## src/rtl/led_gpio_strap_map.vh

```
// Purpose: constants for the shared lamp / general io / strap pin logic
// Assumes: 32-bit APB, word aligned registers, byte addresses below
// Notes:   pin index 0 = lamp_pin_two, 1 = lamp_pin_three, 2 = four
//
// Functional notes
// lamp enable set routes lamp to pin
// lamp enable clear routes general io
// io pin: push-pull, open-drain or input
// lamp function field picks driver type
// open lamp polarity from own strap
// strap 0 active high, 1 active low
// mode bit1 from pin four, bit0 three
// eeprom size low bit from pin two
// latch straps at power-on and reset release
// loader may override latched strap values
// lamp use keeps io settings, no drive
`ifndef LED_GPIO_STRAP_MAP_VH
`define LED_GPIO_STRAP_MAP_VH

////////////////////////////////////////////////////////////////////////////
// register byte offsets
`define OFS_LAMP_CFG      8'h00
`define OFS_IO_CFG        8'h04
`define OFS_IO_DATA_DIR   8'h08
`define OFS_STRAP_STATUS  8'h0C

////////////////////////////////////////////////////////////////////////////
// lamp_config_reg fields
`define LAMP_FUN_LSB      0
`define LAMP_FUN_MSB      1
`define LAMP_EN_LSB       2
`define LAMP_EN_MSB       4
`define LAMP_FUN_PUSH     2'h0
`define LAMP_CFG_RESET    5'h00

// io config: bit set = open-drain output
`define IO_OD_LSB         0
`define IO_OD_MSB         2
`define IO_CFG_RESET      3'h0

// io data and direction fields
`define IO_DATA_LSB       0
`define IO_DATA_MSB       2
`define IO_DIR_LSB        8
`define IO_DIR_MSB        10
`define IO_PIN_LSB        16
`define IO_PIN_MSB        18
`define IO_DATA_RESET     3'h0
`define IO_DIR_RESET      3'h0

// strap status fields
`define ST_POL_LSB        0
`define ST_POL_MSB        2
`define ST_MODE_LSB       4
`define ST_MODE_MSB       5
`define ST_E2P_BIT        8

// strap index per pin
`define STRAP_TWO         0
`define STRAP_THREE       1
`define STRAP_FOUR        2
`define STRAP_RESET       3'h0

`endif

```

## src/rtl/shared_pin_cell.v

```verilog
// Purpose: drive selection for one shared lamp / general io pin
// Assumes: all inputs except presetn synchronous to pclk
// Notes:   pad outputs are registered; release while straps are sensed
`timescale 1ns/1ps
`include "led_gpio_strap_map.vh"

module shared_pin_cell (
  input  wire       pclk,        // system clock
  input  wire       presetn,     // async reset, active low
  input  wire       hold,        // strap sensing window, pin released
  input  wire       lamp_en,     // pin serves as a lamp
  input  wire [1:0] lamp_fun,    // lamp driver type
  input  wire       lamp_on,     // lamp activity, true = lit
  input  wire       polarity,    // latched strap, 1 = active low
  input  wire       io_od,       // io open-drain select
  input  wire       io_dir,      // io direction, 1 = output
  input  wire       io_data,     // io output value
  output reg        pad_out,     // value onto the pad
  output reg        pad_oe       // pad driven while high
);

  reg out_nxt;                   // next pad value
  reg oe_nxt;                    // next pad enable

  ////////////////////////////////////////////////////////////////////////
  // pick driver from function and settings
  always @* begin
    out_nxt = 1'b0;
    oe_nxt  = 1'b0;
    if (hold) begin
      // pin floats so board resistors set the strap level
      out_nxt = 1'b0;
      oe_nxt  = 1'b0;
    end else if (lamp_en) begin
      // io data and direction are ignored here, not altered
      if (lamp_fun == `LAMP_FUN_PUSH) begin
        out_nxt = lamp_on;
        oe_nxt  = 1'b1;
      end else begin
        // open-source for active high, open-drain for active low
        out_nxt = ~polarity;
        oe_nxt  = lamp_on;
      end
    end else if (io_dir) begin
      if (io_od) begin
        out_nxt = 1'b0;
        oe_nxt  = ~io_data;
      end else begin
        out_nxt = io_data;
        oe_nxt  = 1'b1;
      end
    end else begin
      // input use: pad sensed by the top, never driven
      out_nxt = 1'b0;
      oe_nxt  = 1'b0;
    end
  end

  ////////////////////////////////////////////////////////////////////////
  // register pad drive
  always @(posedge pclk or negedge presetn) begin
    if (!presetn) begin
      pad_out <= 1'b0;
      pad_oe  <= 1'b0;
    end else begin
      pad_out <= out_nxt;
      pad_oe  <= oe_nxt;
    end
  end

endmodule // shared_pin_cell

```

## src/rtl/led_gpio_strap_pin_mux.v

```verilog
// Purpose: three shared lamp / general io / strap pins with APB registers
// Assumes: pclk 250 MHz; every input except presetn synchronous to pclk
// Notes:   one wait state on every APB access; unmapped access errors
//
// Implementation choices: the APB interface to the registers and the register offsets.
`timescale 1ns/1ps
`include "led_gpio_strap_map.vh"

module led_gpio_strap_pin_mux (
  input  wire        pclk,               // system clock
  input  wire        presetn,            // power-on reset, active low
  input  wire        external_reset_n,   // external reset pin, active low
  // apb slave
  input  wire        psel,
  input  wire        penable,
  input  wire        pwrite,
  input  wire [7:0]  paddr,
  input  wire [31:0] pwdata,
  output reg  [31:0] prdata,
  output reg         pready,
  output reg         pslverr,
  // lamp activity sources
  input  wire [2:0]  lamp_activity,
  // eeprom loader strap override
  input  wire        loader_strap_valid,
  input  wire [2:0]  loader_strap_mask,
  input  wire [2:0]  loader_strap_value,
  // pads
  input  wire        lamp_pin_two_in,
  output wire        lamp_pin_two_out,
  output wire        lamp_pin_two_oe,
  input  wire        lamp_pin_three_in,
  output wire        lamp_pin_three_out,
  output wire        lamp_pin_three_oe,
  input  wire        lamp_pin_four_in,
  output wire        lamp_pin_four_out,
  output wire        lamp_pin_four_oe,
  // strap results
  output wire [1:0]  mgmt_mode,
  output wire        eeprom_size_lo
);

  ////////////////////////////////////////////////////////////////////////
  // state
  reg  [4:0] lamp_config_r;    // enables and lamp_function_field
  reg  [2:0] io_od_r;          // general io open-drain selects
  reg  [2:0] io_data_r;        // general io output values
  reg  [2:0] io_dir_r;         // general io directions
  // strap_r holds zero only until the first capture edge
  reg  [2:0] strap_r;          // latched polarity straps
  reg  [2:0] pin_in_r;         // sampled pad levels
  reg        capture_pend_r;   // strap capture due after reset
  reg        ext_rst_d_r;      // last external reset level
  reg  [31:0] rdata_nxt;       // read mux
  reg        map_hit;          // address is mapped

  wire [2:0] pad_in;           // pad levels as a vector
  wire [2:0] pad_out;          // cell pad values
  wire [2:0] pad_oe;           // cell pad enables
  wire       hold;             // straps being sensed
  wire       access;           // apb access completes this edge
  wire       wr_en;            // completed write

  assign pad_in = {lamp_pin_four_in, lamp_pin_three_in, lamp_pin_two_in};
  assign hold   = capture_pend_r | ~external_reset_n;
  assign access = psel & penable & pready;
  assign wr_en  = access & pwrite & map_hit;

  // address compare, used for each register
  function is_ofs;
    input [7:0] addr;
    input [7:0] ofs;
    begin
      is_ofs = (addr == ofs);
    end
  endfunction

  ////////////////////////////////////////////////////////////////////////
  // strap capture: at power-on release and at external reset release
  // capture is tested before the loader so a fresh pad level always wins;
  // the loader may only refine straps once the pads have been sampled
  always @(posedge pclk or negedge presetn) begin
    if (!presetn) begin
      capture_pend_r <= 1'b1;
      // reset value 0 looks like an edge, harmless: capture is due anyway
      ext_rst_d_r    <= 1'b0;
      strap_r        <= `STRAP_RESET;
    end else begin
      // delayed copy of the pin for its rising edge
      ext_rst_d_r <= external_reset_n;
      if (capture_pend_r && external_reset_n) begin
        // first edge after power-on release, pads still released
        strap_r        <= pad_in;
        capture_pend_r <= 1'b0;
      end else if (external_reset_n && !ext_rst_d_r) begin
        // rising edge of the external reset pin
        strap_r <= pad_in;
      end else if (loader_strap_valid && external_reset_n) begin
        // loader replaces only the masked straps
        strap_r <= (strap_r & ~loader_strap_mask) |
                   (loader_strap_value & loader_strap_mask);
      end
    end
  end

  // mode bit 1 from pin four, bit 0 from pin three
  assign mgmt_mode = {strap_r[`STRAP_FOUR], strap_r[`STRAP_THREE]};
  // low bit of the eeprom size range
  assign eeprom_size_lo = strap_r[`STRAP_TWO];

  ////////////////////////////////////////////////////////////////////////
  // pad sampling for general io input readback
  // one flop of delay; a pad driven by this block reads back its own level
  always @(posedge pclk or negedge presetn) begin
    if (!presetn) begin
      pin_in_r <= 3'h0;
    end else begin
      pin_in_r <= pad_in;
    end
  end

  ////////////////////////////////////////////////////////////////////////
  // address decode and read mux
  // reserved bits and unmapped offsets read zero
  always @* begin
    map_hit   = 1'b0;
    rdata_nxt = 32'h00000000;
    if (is_ofs(paddr, `OFS_LAMP_CFG)) begin
      map_hit = 1'b1;
      rdata_nxt[`LAMP_EN_MSB:`LAMP_FUN_LSB] = lamp_config_r;
    end else if (is_ofs(paddr, `OFS_IO_CFG)) begin
      map_hit = 1'b1;
      rdata_nxt[`IO_OD_MSB:`IO_OD_LSB] = io_od_r;
    end else if (is_ofs(paddr, `OFS_IO_DATA_DIR)) begin
      map_hit = 1'b1;
      rdata_nxt[`IO_DATA_MSB:`IO_DATA_LSB] = io_data_r;
      rdata_nxt[`IO_DIR_MSB:`IO_DIR_LSB]   = io_dir_r;
      rdata_nxt[`IO_PIN_MSB:`IO_PIN_LSB]   = pin_in_r;
    end else if (is_ofs(paddr, `OFS_STRAP_STATUS)) begin
      map_hit = 1'b1;
      rdata_nxt[`ST_POL_MSB:`ST_POL_LSB]   = strap_r;
      rdata_nxt[`ST_MODE_MSB:`ST_MODE_LSB] = mgmt_mode;
      rdata_nxt[`ST_E2P_BIT]               = eeprom_size_lo;
    end else begin
      // unmapped: read zero and signal an error
      map_hit   = 1'b0;
      rdata_nxt = 32'h00000000;
    end
  end

  ////////////////////////////////////////////////////////////////////////
  // apb handshake: one wait state keeps prdata and pready registered
  // pready is a one-cycle pulse; it drops on the completing edge so the
  // next access never sees a stale ready
  always @(posedge pclk or negedge presetn) begin
    if (!presetn) begin
      pready  <= 1'b0;
      prdata  <= 32'h00000000;
      pslverr <= 1'b0;
    end else if (psel && penable && !pready) begin
      pready  <= 1'b1;
      prdata  <= pwrite ? 32'h00000000 : rdata_nxt;
      pslverr <= ~map_hit;
    end else begin
      pready  <= 1'b0;
      pslverr <= 1'b0;
    end
  end

  ////////////////////////////////////////////////////////////////////////
  // register writes; strap status is read only
  // unmapped or read-only offsets leave every register as it is
  always @(posedge pclk or negedge presetn) begin
    if (!presetn) begin
      lamp_config_r <= `LAMP_CFG_RESET;
      io_od_r       <= `IO_CFG_RESET;
      io_data_r     <= `IO_DATA_RESET;
      io_dir_r      <= `IO_DIR_RESET;
    end else if (wr_en) begin
      if (is_ofs(paddr, `OFS_LAMP_CFG)) begin
        lamp_config_r <= pwdata[`LAMP_EN_MSB:`LAMP_FUN_LSB];
      end
      if (is_ofs(paddr, `OFS_IO_CFG)) begin
        io_od_r <= pwdata[`IO_OD_MSB:`IO_OD_LSB];
      end
      if (is_ofs(paddr, `OFS_IO_DATA_DIR)) begin
        // kept even while the pin is a lamp
        io_data_r <= pwdata[`IO_DATA_MSB:`IO_DATA_LSB];
        io_dir_r  <= pwdata[`IO_DIR_MSB:`IO_DIR_LSB];
      end
    end
  end

  ////////////////////////////////////////////////////////////////////////
  // one cell per shared pin
  // index g follows the strap index: 0 two, 1 three, 2 four
  // the cells share one lamp_function_field, as the register has one
  genvar g;
  generate
    for (g = 0; g < 3; g = g + 1) begin : pin
      shared_pin_cell u_cell (
        .pclk     (pclk),
        .presetn  (presetn),
        .hold     (hold),
        .lamp_en  (lamp_config_r[`LAMP_EN_LSB + g]),
        .lamp_fun (lamp_config_r[`LAMP_FUN_MSB:`LAMP_FUN_LSB]),
        .lamp_on  (lamp_activity[g]),
        .polarity (strap_r[g]),
        .io_od    (io_od_r[g]),
        .io_dir   (io_dir_r[g]),
        .io_data  (io_data_r[g]),
        .pad_out  (pad_out[g]),
        .pad_oe   (pad_oe[g])
      );
    end
  endgenerate

  assign lamp_pin_two_out   = pad_out[`STRAP_TWO];
  assign lamp_pin_two_oe    = pad_oe[`STRAP_TWO];
  assign lamp_pin_three_out = pad_out[`STRAP_THREE];
  assign lamp_pin_three_oe  = pad_oe[`STRAP_THREE];
  assign lamp_pin_four_out  = pad_out[`STRAP_FOUR];
  assign lamp_pin_four_oe   = pad_oe[`STRAP_FOUR];

endmodule // led_gpio_strap_pin_mux

```

## config.mk

```make
export PLATFORM = sky130hd
export DESIGN_NAME = led_gpio_strap_pin_mux
export DESIGN_NICKNAME = d
export VERILOG_FILES = /design/src/rtl/shared_pin_cell.v /design/src/rtl/led_gpio_strap_pin_mux.v
export VERILOG_INCLUDE_DIRS = /design/src /design/src/rtl
export SDC_FILE = /design/constraint.sdc
export NUM_CORES = 1
export LEC_CHECK = 0
export BUFFER_PORTS_ARGS = -buffer_cell sky130_fd_sc_hd__buf_2
export CORE_MARGIN = 5
export CORE_UTILIZATION = 45
export CTS_CLUSTER_DIAMETER = 120
export DETAILED_ROUTE_END_ITERATION = 10
export PLACE_DENSITY = 0.85
export SETUP_SLACK_MARGIN = 0.1
export SYNTH_ARGS = -nofsm -noshare
export SYNTH_HDL_FRONTEND = slang
export SYNTH_HIERARCHICAL = 1
export SYNTH_SLANG_ARGS = --single-unit
```

## constraint.sdc

```tcl
create_clock -name pclk -period 1.7 [get_ports pclk]
set_clock_uncertainty 0.05 [all_clocks]
set_input_delay 0.17 -clock pclk [delete_from_list [all_inputs] [get_ports pclk]]
set_output_delay 0.17 -clock pclk [all_outputs]
set_load 0.03 [all_outputs]
```

Word-level counts from Yosys, hierarchy flattened
Index checks and enable logic that the tools add are counted.
Operators by class
  eq/ne operators: 3
  multiplexer cells: 51
  bitwise gates (word level): 17
  reduce and logical (&&, ||, !) cells: 13
Operators by type and width (count)
  1-bit two-way mux: 37
  32-bit two-way mux: 1
  27-bit two-way mux: 1
  3-bit two-way mux: 9
  8-bit by 4-bit equality test with 1-bit output (second input constant): 2
  16-bit two-way mux: 1
  8-bit by 3-bit equality test with 1-bit output (second input constant): 1
  8-bit logical NOT: 1
  1-bit inverter: 8
  3-bit bitwise AND: 2
  2-bit AND reduction: 3
  1-bit logical AND: 5
  5-bit two-way mux: 1
  1-bit bitwise AND: 4
  3-bit inverter: 1
  3-bit OR: 1
  3-bit nonzero test: 1
  1-bit logical NOT: 2
  2-bit logical NOT: 1
  2-bit two-way mux: 1
  1-bit OR: 1
Word-level totals
  register bits after elaboration: 62
  input port bits: 59
  output and inout port bits: 43
  word-level logic and storage cells: 101

Depth between registers and ports, before layout
Gate-level depths: netlist of run 1.
  depth after elaboration: 7
  depth in mapped cells: 5
  gate-level depth less buffers: 3

Hierarchy
Netlist of run 1, hierarchy kept.
Modules (own cells, without submodules)
  led_gpio_strap_pin_mux: times used 1, cells each 132, area each 1689.1 um^2, sequential area each 902.1 um^2
  shared_pin_cell: times used 3, cells each 12, area each 102.6 um^2, sequential area each 50.0 um^2

Worst setup path after synthesis of run 1
OpenSTA, ideal clock, no wires.
  kind: register to register
  start: register pready
  end: register prdata[10]
  setup time: 0.121 ns
  arrival: 1.370 ns
  slack: 0.159 ns
  stages on the path, launching flop included: 5
  path buffers: 1
  cells stage by stage: dfrtp_1 nand3b_1 clkbuf_1 and4b_2 a22o_1
On the way
  longest elaborated chain between the ends: 2
RTL lines
  start, declared: line led_gpio_strap_pin_mux.v:20  | output reg pready,
  start signal, assigned: line led_gpio_strap_pin_mux.v:157  | pready <= 1'b0;
  start signal, assigned: line led_gpio_strap_pin_mux.v:161  | pready <= 1'b1;
  start signal, assigned: line led_gpio_strap_pin_mux.v:165  | pready <= 1'b0;
  1-bit logical NOT: line led_gpio_strap_pin_mux.v:160  | end else if (psel && penable && !pready) begin
  1-bit logical AND: line led_gpio_strap_pin_mux.v:160
  end signal, assigned: line led_gpio_strap_pin_mux.v:162  | prdata <= pwrite ? 32'h00000000 : rdata_nxt;
  end, declared: line led_gpio_strap_pin_mux.v:19  | output reg [31:0] prdata,
Every way passes these cells.
A chain may end at the register's enable or synchronous reset.

Worst setup path in the final report of run 1
  start: register pready
  end: register io_dir_r[2]
On the way
  longest elaborated chain between the ends: 4
RTL lines
  1-bit bitwise AND: line led_gpio_strap_pin_mux.v:66  | assign access = psel & penable & pready;
  1-bit bitwise AND (2 in a row): line led_gpio_strap_pin_mux.v:67  | assign wr_en = access & pwrite & map_hit;
  2-bit AND reduction (no line)
  end signal, assigned: line led_gpio_strap_pin_mux.v:178  | io_dir_r <= `IO_DIR_RESET;
  end signal, assigned: line led_gpio_strap_pin_mux.v:189  | io_dir_r <= pwdata[`IO_DIR_MSB:`IO_DIR_LSB];
  end, declared: line led_gpio_strap_pin_mux.v:48  | reg [2:0] io_dir_r;
Every way passes these cells.

==> load_flow_metrics.sql, run 1 <==
INSERT INTO impl_metrics (metric_group, metric, value, unit) VALUES
('outcome', 'outcome', 'finished clean', ''),
('sta', 'finalHoldViolCount', '0', ''),
('clock_tree', 'clockRootBuffer', 'sky130_fd_sc_hd__clkbuf_8', ''),
('clock_tree', 'clkLatencyLatePin', '0.29', 'ns'),
('drt', 'dr.pass1.iters', '5', ''),
('setup_path', 'setup.worst_path.start_class', 'register', ''),
('sta', 'final.min_clock_period', '1.363', 'ns'),
('setup_path', 'critical_path_peak_fanout', '6', ''),
('sta', 'fin_crit_sh', '80.19', '%'),
('synthesis', 'yosysUniqueCellTypes', '33', ''),
('synthesis', 'synth_seq_area_share', '52.69', '%'),
('sta', 'rsz0062_at_grt', 'false', ''),
('grt', 'pin_count_of_the_biggest_net_entering_global_routing', '43', ''),
('sta', 'final_setup_violations', '0', ''),
('placed_design', 'gpl.final_weighted_congestion', '0.8523', ''),
('power', 'peakVddDrop', '0.2838', 'mV'),
('power', 'combPwrFrac', '13.6', '%'),
('floorplanning', 'die_w', '76.62', 'microns'),
('synthesis', 'postSynthAreaPerCell', '11.89', 'sq um'),
('clock_tree', 'cts-buffers-inserted', '5', ''),
('finish', 'final.fill_count', '381', ''),
('placed_design', 'detailed_placement_wirelength_estimate', '3.414', 'mm'),
('placed_design', 'port_buffers', '57', ''),
('floorplanning', 'floorplan.initialDensity', '46.18', '%'),
('synthesis', 'instance_count_of_the_mapped_netlist', '168', ''),
('finish', 'final_net_count', '298', ''),
('floorplanning', 'io_pins', '102', ''),
('drt', 'drt_first_iter_violations', '73', ''),
('power', 'swShare', '26.34', '%'),
('drt', 'drtAntennaViolNets', '0', ''),
('power', 'register_share_of_total_power', '53.4', '%'),
('floorplanning', 'design.die.area', '0.005870', 'sq mm'),
('drt', 'routed_wl', '4.547', 'mm'),
('clock_tree', 'clock-sinks', '42', ''),
('clock_tree', 'cts_resized', '0', ''),
('hold_path', 'worstHoldPathType', 'in -> reg', ''),
('drt', 'drt_drc_violations_left', '0', ''),
('clock_tree', 'clock_h_tree_levels', '2', ''),
('synthesis', 'mappedNetlistArea', '0.001997', 'sq mm'),
('setup_path', 'critPathRequiredTime', '1.83', 'ns'),
('grt', 'wire_length_of_the_first_global_routing_pass', '7.493', 'mm'),
('hold_path', 'worst_min_delay_path_endpoint', 'ext_rst_d_r$_DFF_PN0_', ''),
('clock_tree', 'cts_tree', 'done', ''),
('drt', 'post_drt_via_cell_ratio', '5.288', ''),
('setup_path', 'critPathKind', 'reg -> reg', ''),
('setup_path', 'critical_path.reg2reg.endpoint', 'io_dir_r[2]$_DFFE_PN0P_', ''),
('finish', 'area_grow_syn2layout', '22.37', '%'),
('grt', 'grt_use_total', '16.02', '%'),
('finish', 'num_antenna_cells', '0', ''),
('synthesis', 'synth_seq_cells', '42', ''),
('setup_path', 'rr_startpoint', 'pready$_DFF_PN0_', ''),
('grt', 'grt_remaining_overflow', '0', ''),
('power', 'p_leak', '1.248', 'nW'),
('floorplanning', 'std_cell_rows', '24', ''),
('sta', 'worstMarginPinSlew', '0.5066', 'ns'),
('floorplanning', 'die_height', '76.62', 'microns'),
('synthesis', 'number_of_warnings_printed_during_yosys_synthesis', '6', ''),
('sta', 'setup-tns-final', '0', 'ns'),
('power', 'p_switching', '0.5132', 'mW'),
('power', 'power_after_layout', '1.948', 'mW'),
('setup_path', 'r2r_slack', '0.34', 'ns'),
('floorplanning', 'placeableCoreArea', '0.004324', 'sq mm'),
('drt', 'routed-via-count', '1544', ''),
('clock_tree', 'worst_setup_hold_path_clk_slew', '0.07', 'ns'),
('setup_path', 'cp-end-kind', 'register', ''),
('setup_path', 'r2r.worst_path.cells', '4', ''),
('power', 'internal-power', '1.435', 'mW'),
('finish', 'layout-drive-gt1-share', '40.42', '%'),
('sta', 'fmax', '733.6', 'MHz'),
('setup_path', 'data_arrival_time_of_the_worst_path', '1.49', 'ns'),
('flow_run', 'cap_violations', '0', ''),
('grt', 'grt_pass1_vias', '1599', ''),
('drt', 'post_drt_wl_per_cell', '15.57', 'microns'),
('power', 'power_per_cell_area', '797.3', 'mW/mm^2'),
('hold_path', 'hold-path-cell-count', '1', ''),
('sta', 'timing.slew.headroom', '66.23', '%'),
('power', 'power.share.clock', '33.0', '%'),
('clock_tree', 'cts.path.max_buffers', '2', ''),
('grt', 'antenna_violations_before_repair', '0', ''),
('sta', 'final_max_slew_viol_count', '0', ''),
('hold_path', 'worst_hold_launch', 'external_reset_n', '');
state kept, by name, indices dropped and copies added (netlist names), named ones only:
signal,flops
io_dir_r,3
io_od_r,3
pin_in_r,3
lamp_config_r,5
pready,1
pin.u_cell/pad_oe,3
io_data_r,3
ext_rst_d_r,1
prdata,12
pin.u_cell/pad_out,3
pslverr,1
capture_pend_r,1
power groups by stage:
stage               combinational [mW]  clock [mW]  sequential [mW]
detailed placement               0.258           0             1.06
floorplan                        0.160           0             1.08
global placement                 0.252           0             1.06
finish                           0.266       0.642             1.04
CTS                              0.266       0.661             1.04
global route                     0.290       0.714             1.04
area by class of cell:
cell class / instances / area (sq um) / share of cell area, %
sequential: 42 / 1052 / 43.06
tap: 52 / 65.06 / 2.663
clock buffer: 7 / 86.33 / 3.533
clock inverter: 1 / 5.005 / 0.2048
timing repair buffer: 69 / 385.4 / 15.77
multi-input combinational: 120 / 845.8 / 34.61
inverter: 1 / 3.754 / 0.1536
cell families after synthesis:
group / after synthesis / share of synthesized area (%)
AND/OR/NAND/NOR: 46 / 13.22
flip-flops: 42 / 52.69
AO/OA/AOI/OAI: 32 / 11.34
buffers and inverters: 25 / 8.521
multiplexers: 22 / 14.03
other: 1 / 0.1878
how the worst max path moves through the flow:
stage | startpoint | end | slack, ns | cells past startpoint
2_1_floorplan | pready$_DFF_PN0_ | prdata[10]$_DFFE_PN0P_ | 0.16 | 4
3_3_place_gp | paddr[5] | io_od_r[0]$_DFFE_PN0P_ | 0.27 | 4
3_5_place_dp | paddr[5] | io_od_r[1]$_DFFE_PN0P_ | 0.24 | 4
4_1_cts | pready$_DFF_PN0_ | io_data_r[0]$_DFFE_PN0P_ | 0.34 | 4
5_1_grt | pready$_DFF_PN0_ | io_data_r[0]$_DFFE_PN0P_ | 0.29 | 4
6_report | pready$_DFF_PN0_ | io_dir_r[2]$_DFFE_PN0P_ | 0.34 | 4
timing repair:
action                    in CTS  in global routing
hold endpoints to repair      44                  0
setup buffers                  0                  0
hold buffers                   4                  0
placed cells by master (no fill, tap or decap):
cell type	netlist	layout
sky130_fd_sc_hd__a211oi_1	3	3
sky130_fd_sc_hd__a21oi_1	8	8
sky130_fd_sc_hd__a22o_1	8	8
sky130_fd_sc_hd__a2bb2oi_1	2	2
sky130_fd_sc_hd__and3_1	1	1
sky130_fd_sc_hd__and4_1	1	1
sky130_fd_sc_hd__and4b_2	1	1
sky130_fd_sc_hd__and4bb_2	1	1
sky130_fd_sc_hd__buf_2	1	57
sky130_fd_sc_hd__buf_4	20	8
sky130_fd_sc_hd__clkbuf_1	2	1
sky130_fd_sc_hd__clkbuf_8	0	6
sky130_fd_sc_hd__clkinv_2	0	1
sky130_fd_sc_hd__conb_1	1	20
sky130_fd_sc_hd__dfrtp_1	41	41
sky130_fd_sc_hd__dfstp_2	1	1
sky130_fd_sc_hd__dlygate4sd3_1	0	4
sky130_fd_sc_hd__inv_1	1	1
sky130_fd_sc_hd__mux2_2	18	18
sky130_fd_sc_hd__mux2i_1	1	1
sky130_fd_sc_hd__mux4_2	3	3
sky130_fd_sc_hd__nand2_1	15	15
sky130_fd_sc_hd__nand2b_1	2	2
sky130_fd_sc_hd__nand3_1	2	2
sky130_fd_sc_hd__nand3b_1	2	2
sky130_fd_sc_hd__nand4_1	3	3
sky130_fd_sc_hd__nand4b_1	1	1
sky130_fd_sc_hd__nor2_1	8	8
sky130_fd_sc_hd__nor2b_1	3	3
sky130_fd_sc_hd__nor3b_1	2	2
sky130_fd_sc_hd__nor4_4	1	1
sky130_fd_sc_hd__o21ai_0	4	4
sky130_fd_sc_hd__o311ai_1	3	3
sky130_fd_sc_hd__o31ai_1	4	4
sky130_fd_sc_hd__or3_1	3	3
cell usage after synthesis:
cell type	n	share of area, %
sky130_fd_sc_hd__buf_4	20	7.5
sky130_fd_sc_hd__or3_1	3	0.94
sky130_fd_sc_hd__o31ai_1	4	1.5
sky130_fd_sc_hd__nor2b_1	3	0.94
sky130_fd_sc_hd__and4b_2	1	0.56
sky130_fd_sc_hd__nand3b_1	2	0.75
sky130_fd_sc_hd__nor3b_1	2	0.75
sky130_fd_sc_hd__mux2i_1	1	0.50
sky130_fd_sc_hd__conb_1	1	0.19
sky130_fd_sc_hd__buf_2	1	0.25
sky130_fd_sc_hd__a211oi_1	3	1.1
sky130_fd_sc_hd__nor2_1	8	1.5
sky130_fd_sc_hd__o21ai_0	4	1.0
sky130_fd_sc_hd__nand3_1	2	0.50
sky130_fd_sc_hd__and4_1	1	0.44
sky130_fd_sc_hd__and4bb_2	1	0.63
sky130_fd_sc_hd__nand2b_1	2	0.63
sky130_fd_sc_hd__clkbuf_1	2	0.38
sky130_fd_sc_hd__mux2_2	18	10
sky130_fd_sc_hd__nand2_1	15	2.8
sky130_fd_sc_hd__inv_1	1	0.19
sky130_fd_sc_hd__dfrtp_1	41	51
sky130_fd_sc_hd__nand4b_1	1	0.44
sky130_fd_sc_hd__a2bb2oi_1	2	0.88
sky130_fd_sc_hd__and3_1	1	0.31
sky130_fd_sc_hd__buf_1	1	0.19
sky130_fd_sc_hd__nor4_4	1	1.1
sky130_fd_sc_hd__dfstp_2	1	1.3
sky130_fd_sc_hd__a22o_1	8	3.5
sky130_fd_sc_hd__mux4_2	3	3.4
sky130_fd_sc_hd__nand4_1	3	0.94
sky130_fd_sc_hd__a21oi_1	8	2.0
sky130_fd_sc_hd__o311ai_1	3	1.3
critical path, stage by stage, from the launching register on:
cell                      delay, ns
sky130_fd_sc_hd__dfrtp_1       0.38
sky130_fd_sc_hd__and4_1        0.22
sky130_fd_sc_hd__nand4_1       0.11
sky130_fd_sc_hd__buf_4         0.16
sky130_fd_sc_hd__mux2_2        0.34
per-layer routing:
metal	GRT usage, %	share of wire (%)
met1	17.90	38
met2	26.28	50
met3	6.738	8.4
met4	7.517	3.1
met5	0	0
per-stage QoR:
step / hold slack (ns) / setup WS [ns] / std cells / utilization (%) / cell area (sq um)
2_1_floorplan: -0.1756 / 0.1591 / 187 / - / 2068
6_report: 0.02859 / 0.3368 / 292 / 56.51 / 2444
3_5_place_dp: 0.2127 / 0.2439 / 280 / 53.47 / 2312
5_1_grt: 0.02316 / 0.2855 / 292 / 56.51 / 2444
3_3_place_gp: 0.2052 / 0.2679 / 280 / 53.47 / 2312
4_1_cts: 0.01927 / 0.3406 / 292 / 56.51 / 2444
Note: power is estimated with default switching activity, not from simulation.
==> inputs of run 2 (changes only) <==
Settings changed: CORE_UTILIZATION 45 to 41, PLACE_DENSITY 0.85 to 0.82.
Clock period 1.7 ns to 1.2 ns, I/O delays scaled along.
==> run 2 against run 1 <==
The run now ends with negative setup slack left. Design area increased by 28%. Total power rose by 54%. Combinational power increased by 120%. Die area is 8.5% higher. Register-to-register slack lost 0.48 ns. Via count increased by 10%. Cell count up 16%. Worst setup slack worse by 0.48 ns. Highest routed layer unchanged.
==> load_flow_metrics.sql, run 2 (synthesized netlist as in run 1, its figures left out) <==
INSERT INTO impl_metrics (metric_group, metric, value, unit) VALUES
('outcome', 'outcome', 'finished with violations', ''),
('outcome', 'failed_checks', 'negative setup slack', ''),
('placed_design', 'post-place-ws', '-0.1922', 'ns'),
('drt', 'drtAntennaViolNets', '0', ''),
('setup_path', 'critPathKind', 'reg -> reg', ''),
('setup_path', 'data_arrival_time_of_the_worst_path', '1.48', 'ns'),
('clock_tree', 'cts_tree', 'done', ''),
('power', 'p_leak', '1.538', 'nW'),
('grt', 'grt_remaining_overflow', '0', ''),
('drt', 'drt_first_iter_violations', '114', ''),
('setup_path', 'critical_path_peak_fanout', '6', ''),
('drt', 'routed_wl', '5.855', 'mm'),
('finish', 'final_net_count', '330', ''),
('setup_path', 'setup.worst_path.start_class', 'register', ''),
('finish', 'post_layout_nonfiller_instances', '339', ''),
('finish', 'max_flop_register', 'prdata', ''),
('placed_design', 'port_buffers', '57', ''),
('clock_tree', 'clkLatencyLatePin', '0.30', 'ns'),
('finish', 'largest_reg_flops', '12', ''),
('grt', 'wire_length_of_the_first_global_routing_pass', '8.618', 'mm'),
('floorplanning', 'floorplan.initialDensity', '42.28', '%'),
('sta', 'hold_ws', '0.009469', 'ns'),
('floorplanning', 'design.die.area', '0.006366', 'sq mm'),
('finish', 'num_antenna_cells', '0', ''),
('sta', 'final.min_clock_period', '1.346', 'ns'),
('clock_tree', 'clock_h_tree_levels', '2', ''),
('hold_path', 'worst_hold_launch', 'pwdata[10]', ''),
('finish', 'area_grow_syn2layout', '56.27', '%'),
('floorplanning', 'die_height', '79.79', 'microns'),
('sta', 'final_setup_violations', '28', ''),
('drt', 'post_drt_wl_per_cell', '17.27', 'microns'),
('sta', 'finalHoldViolCount', '0', ''),
('grt', 'grt_pass1_vias', '1775', ''),
('sta', 'fin_ws', '-0.1459', 'ns'),
('finish', 'layout.cell_area.non_filler', '0.003120', 'sq mm'),
('setup_path', 'crit_chain', 'and4_4 > nand4_1 > buf_6 > mux2_4', ''),
('floorplanning', 'io_pins', '102', ''),
('sta', 'fin_crit_sh', '112.2', '%'),
('finish', 'reg_top3', 'prdata (12), lamp_config_r (5)', ''),
('placed_design', 'detailed_placement_wirelength_estimate', '4.026', 'mm'),
('floorplanning', 'die_w', '79.79', 'microns'),
('finish', 'layout_commonest_cell', 'sky130_fd_sc_hd__buf_2', ''),
('drt', 'post_drt_via_cell_ratio', '5.032', ''),
('setup_path', 'worst_setup_path_startpoint', 'pready$_DFF_PN0_', ''),
('floorplanning', 'placeableCoreArea', '0.004723', 'sq mm'),
('sta', 'final_max_slew_viol_count', '0', ''),
('clock_tree', 'worst_setup_hold_path_clk_slew', '0.07', 'ns'),
('hold_path', 'worstHoldPathType', 'in -> reg', ''),
('sta', 'setup-tns-final', '-2.586', 'ns'),
('sta', 'fmax', '743.0', 'MHz'),
('setup_path', 'rr_startpoint', 'pready$_DFF_PN0_', ''),
('setup_path', 'timing.critical_path.slowest_cell_delay', '0.37', 'ns'),
('setup_path', 'slowest_stage', 'sky130_fd_sc_hd__dfrtp_2', ''),
('drt', 'dr.pass1.iters', '4', ''),
('finish', 'layout-drive-gt1-share', '63.24', '%'),
('power', 'power_after_layout', '3.009', 'mW'),
('drt', 'routed-via-count', '1706', ''),
('placed_design', 'post-place-cells', '318', ''),
('setup_path', 'cp-end-kind', 'register', ''),
('floorplanning', 'std_cell_rows', '25', ''),
('finish', 'utilization', '66.07', '%'),
('clock_tree', 'cts.path.max_buffers', '2', ''),
('finish', 'layout.cells.most_common_list', '50 x sky130_fd_sc_hd__buf_2, 37 x sky130_fd_sc_hd__dfrtp_1, 23 x sky130_fd_sc_hd__buf_4', ''),
('setup_path', 'critPathRequiredTime', '1.33', 'ns'),
('clock_tree', 'clockRootBuffer', 'sky130_fd_sc_hd__clkbuf_8', ''),
('drt', 'drt_drc_violations_left', '0', ''),
('sta', 'rsz0062_at_grt', 'true', ''),
('flow_run', 'cap_violations', '0', ''),
('grt', 'pin_count_of_the_biggest_net_entering_global_routing', '30', ''),
('power', 'power_per_cell_area', '964.3', 'mW/mm^2'),
('placed_design', 'gpl.final_weighted_congestion', '0.9030', ''),
('placed_design', 'dpl-instance-area', '0.002551', 'sq mm'),
('grt', 'grt_use_total', '18.19', '%'),
('power', 'peakVddDrop', '0.4689', 'mV'),
('clock_tree', 'clock-sinks', '42', ''),
('grt', 'antenna_violations_before_repair', '0', ''),
('clock_tree', 'cts-buffers-inserted', '5', '');
[run 2: changes by cell type in the layout (fill, tap and decap cells not counted), sizes merged]
cell / before / now
dlygate4sd3: 4 / 5
clkbuf: 7 / 8
buf: 65 / 95
[run 2: power by group]
part | internal [mW] | switching (mW)
Clock | 0.464 | 0.472
Combinational | 0.267 | 0.331
Sequential | 1.45 | 0.0283
[run 2: path summary, 6_finish.rpt]
kind / slack, ns / to / cells past startpoint
setup / recovery: -0.15 / io_dir_r[1]$_DFFE_PN0P_ / 4
hold / removal: 0.009 / io_dir_r[2]$_DFFE_PN0P_ / 2
setup reg to reg: -0.15 / io_dir_r[1]$_DFFE_PN0P_ / 4
hold reg to reg: 0.42 / prdata[18]$_DFFE_PN0P_ / 1
max in group asynchronous: 0.43 / pready$_DFF_PN0_ / 3
min in group asynchronous: 0.20 / prdata[18]$_DFFE_PN0P_ / 2
[run 2: final cells by class]
type	instances	area, sq um
sequential	42	1057
tap	67	83.83
fill	332	1603
inverter	1	3.754
multi-input combinational	120	1117
clock buffer	7	86.33
timing repair buffer	101	767.0
clock inverter	1	5.005
[run 2: metal layers]
metal  wire length, microns  track usage (%)  vias to the layer above  share of wire, %
met5                      0                0                        -                 0
met4                    172            8.953                        0               2.9
met3                    371            4.966                       16               6.3
met2                   3145            31.64                       68                54
met1                   2166            20.44                      835                37
li1                       -                -                      787                 -
[run 2: worst max-delay path: cells and delay by family (launching register included)]
family | cells | cell delay, ns
AND/OR/NAND/NOR | 2 | 0.34
flip-flops | 1 | 0.37
buffers and inverters | 1 | 0.17
multiplexers | 1 | 0.30
[run 2: timing repair]
action / CTS / global route
buffers inserted: 4 / 2
endpoints found under the hold margin: 45 / 1
hold buffers: 4 / 1
setup endpoints to repair: 37 / 39
gates resized for setup: 37 / 56
gates cloned: 0 / 2
pin swaps: 15 / 17
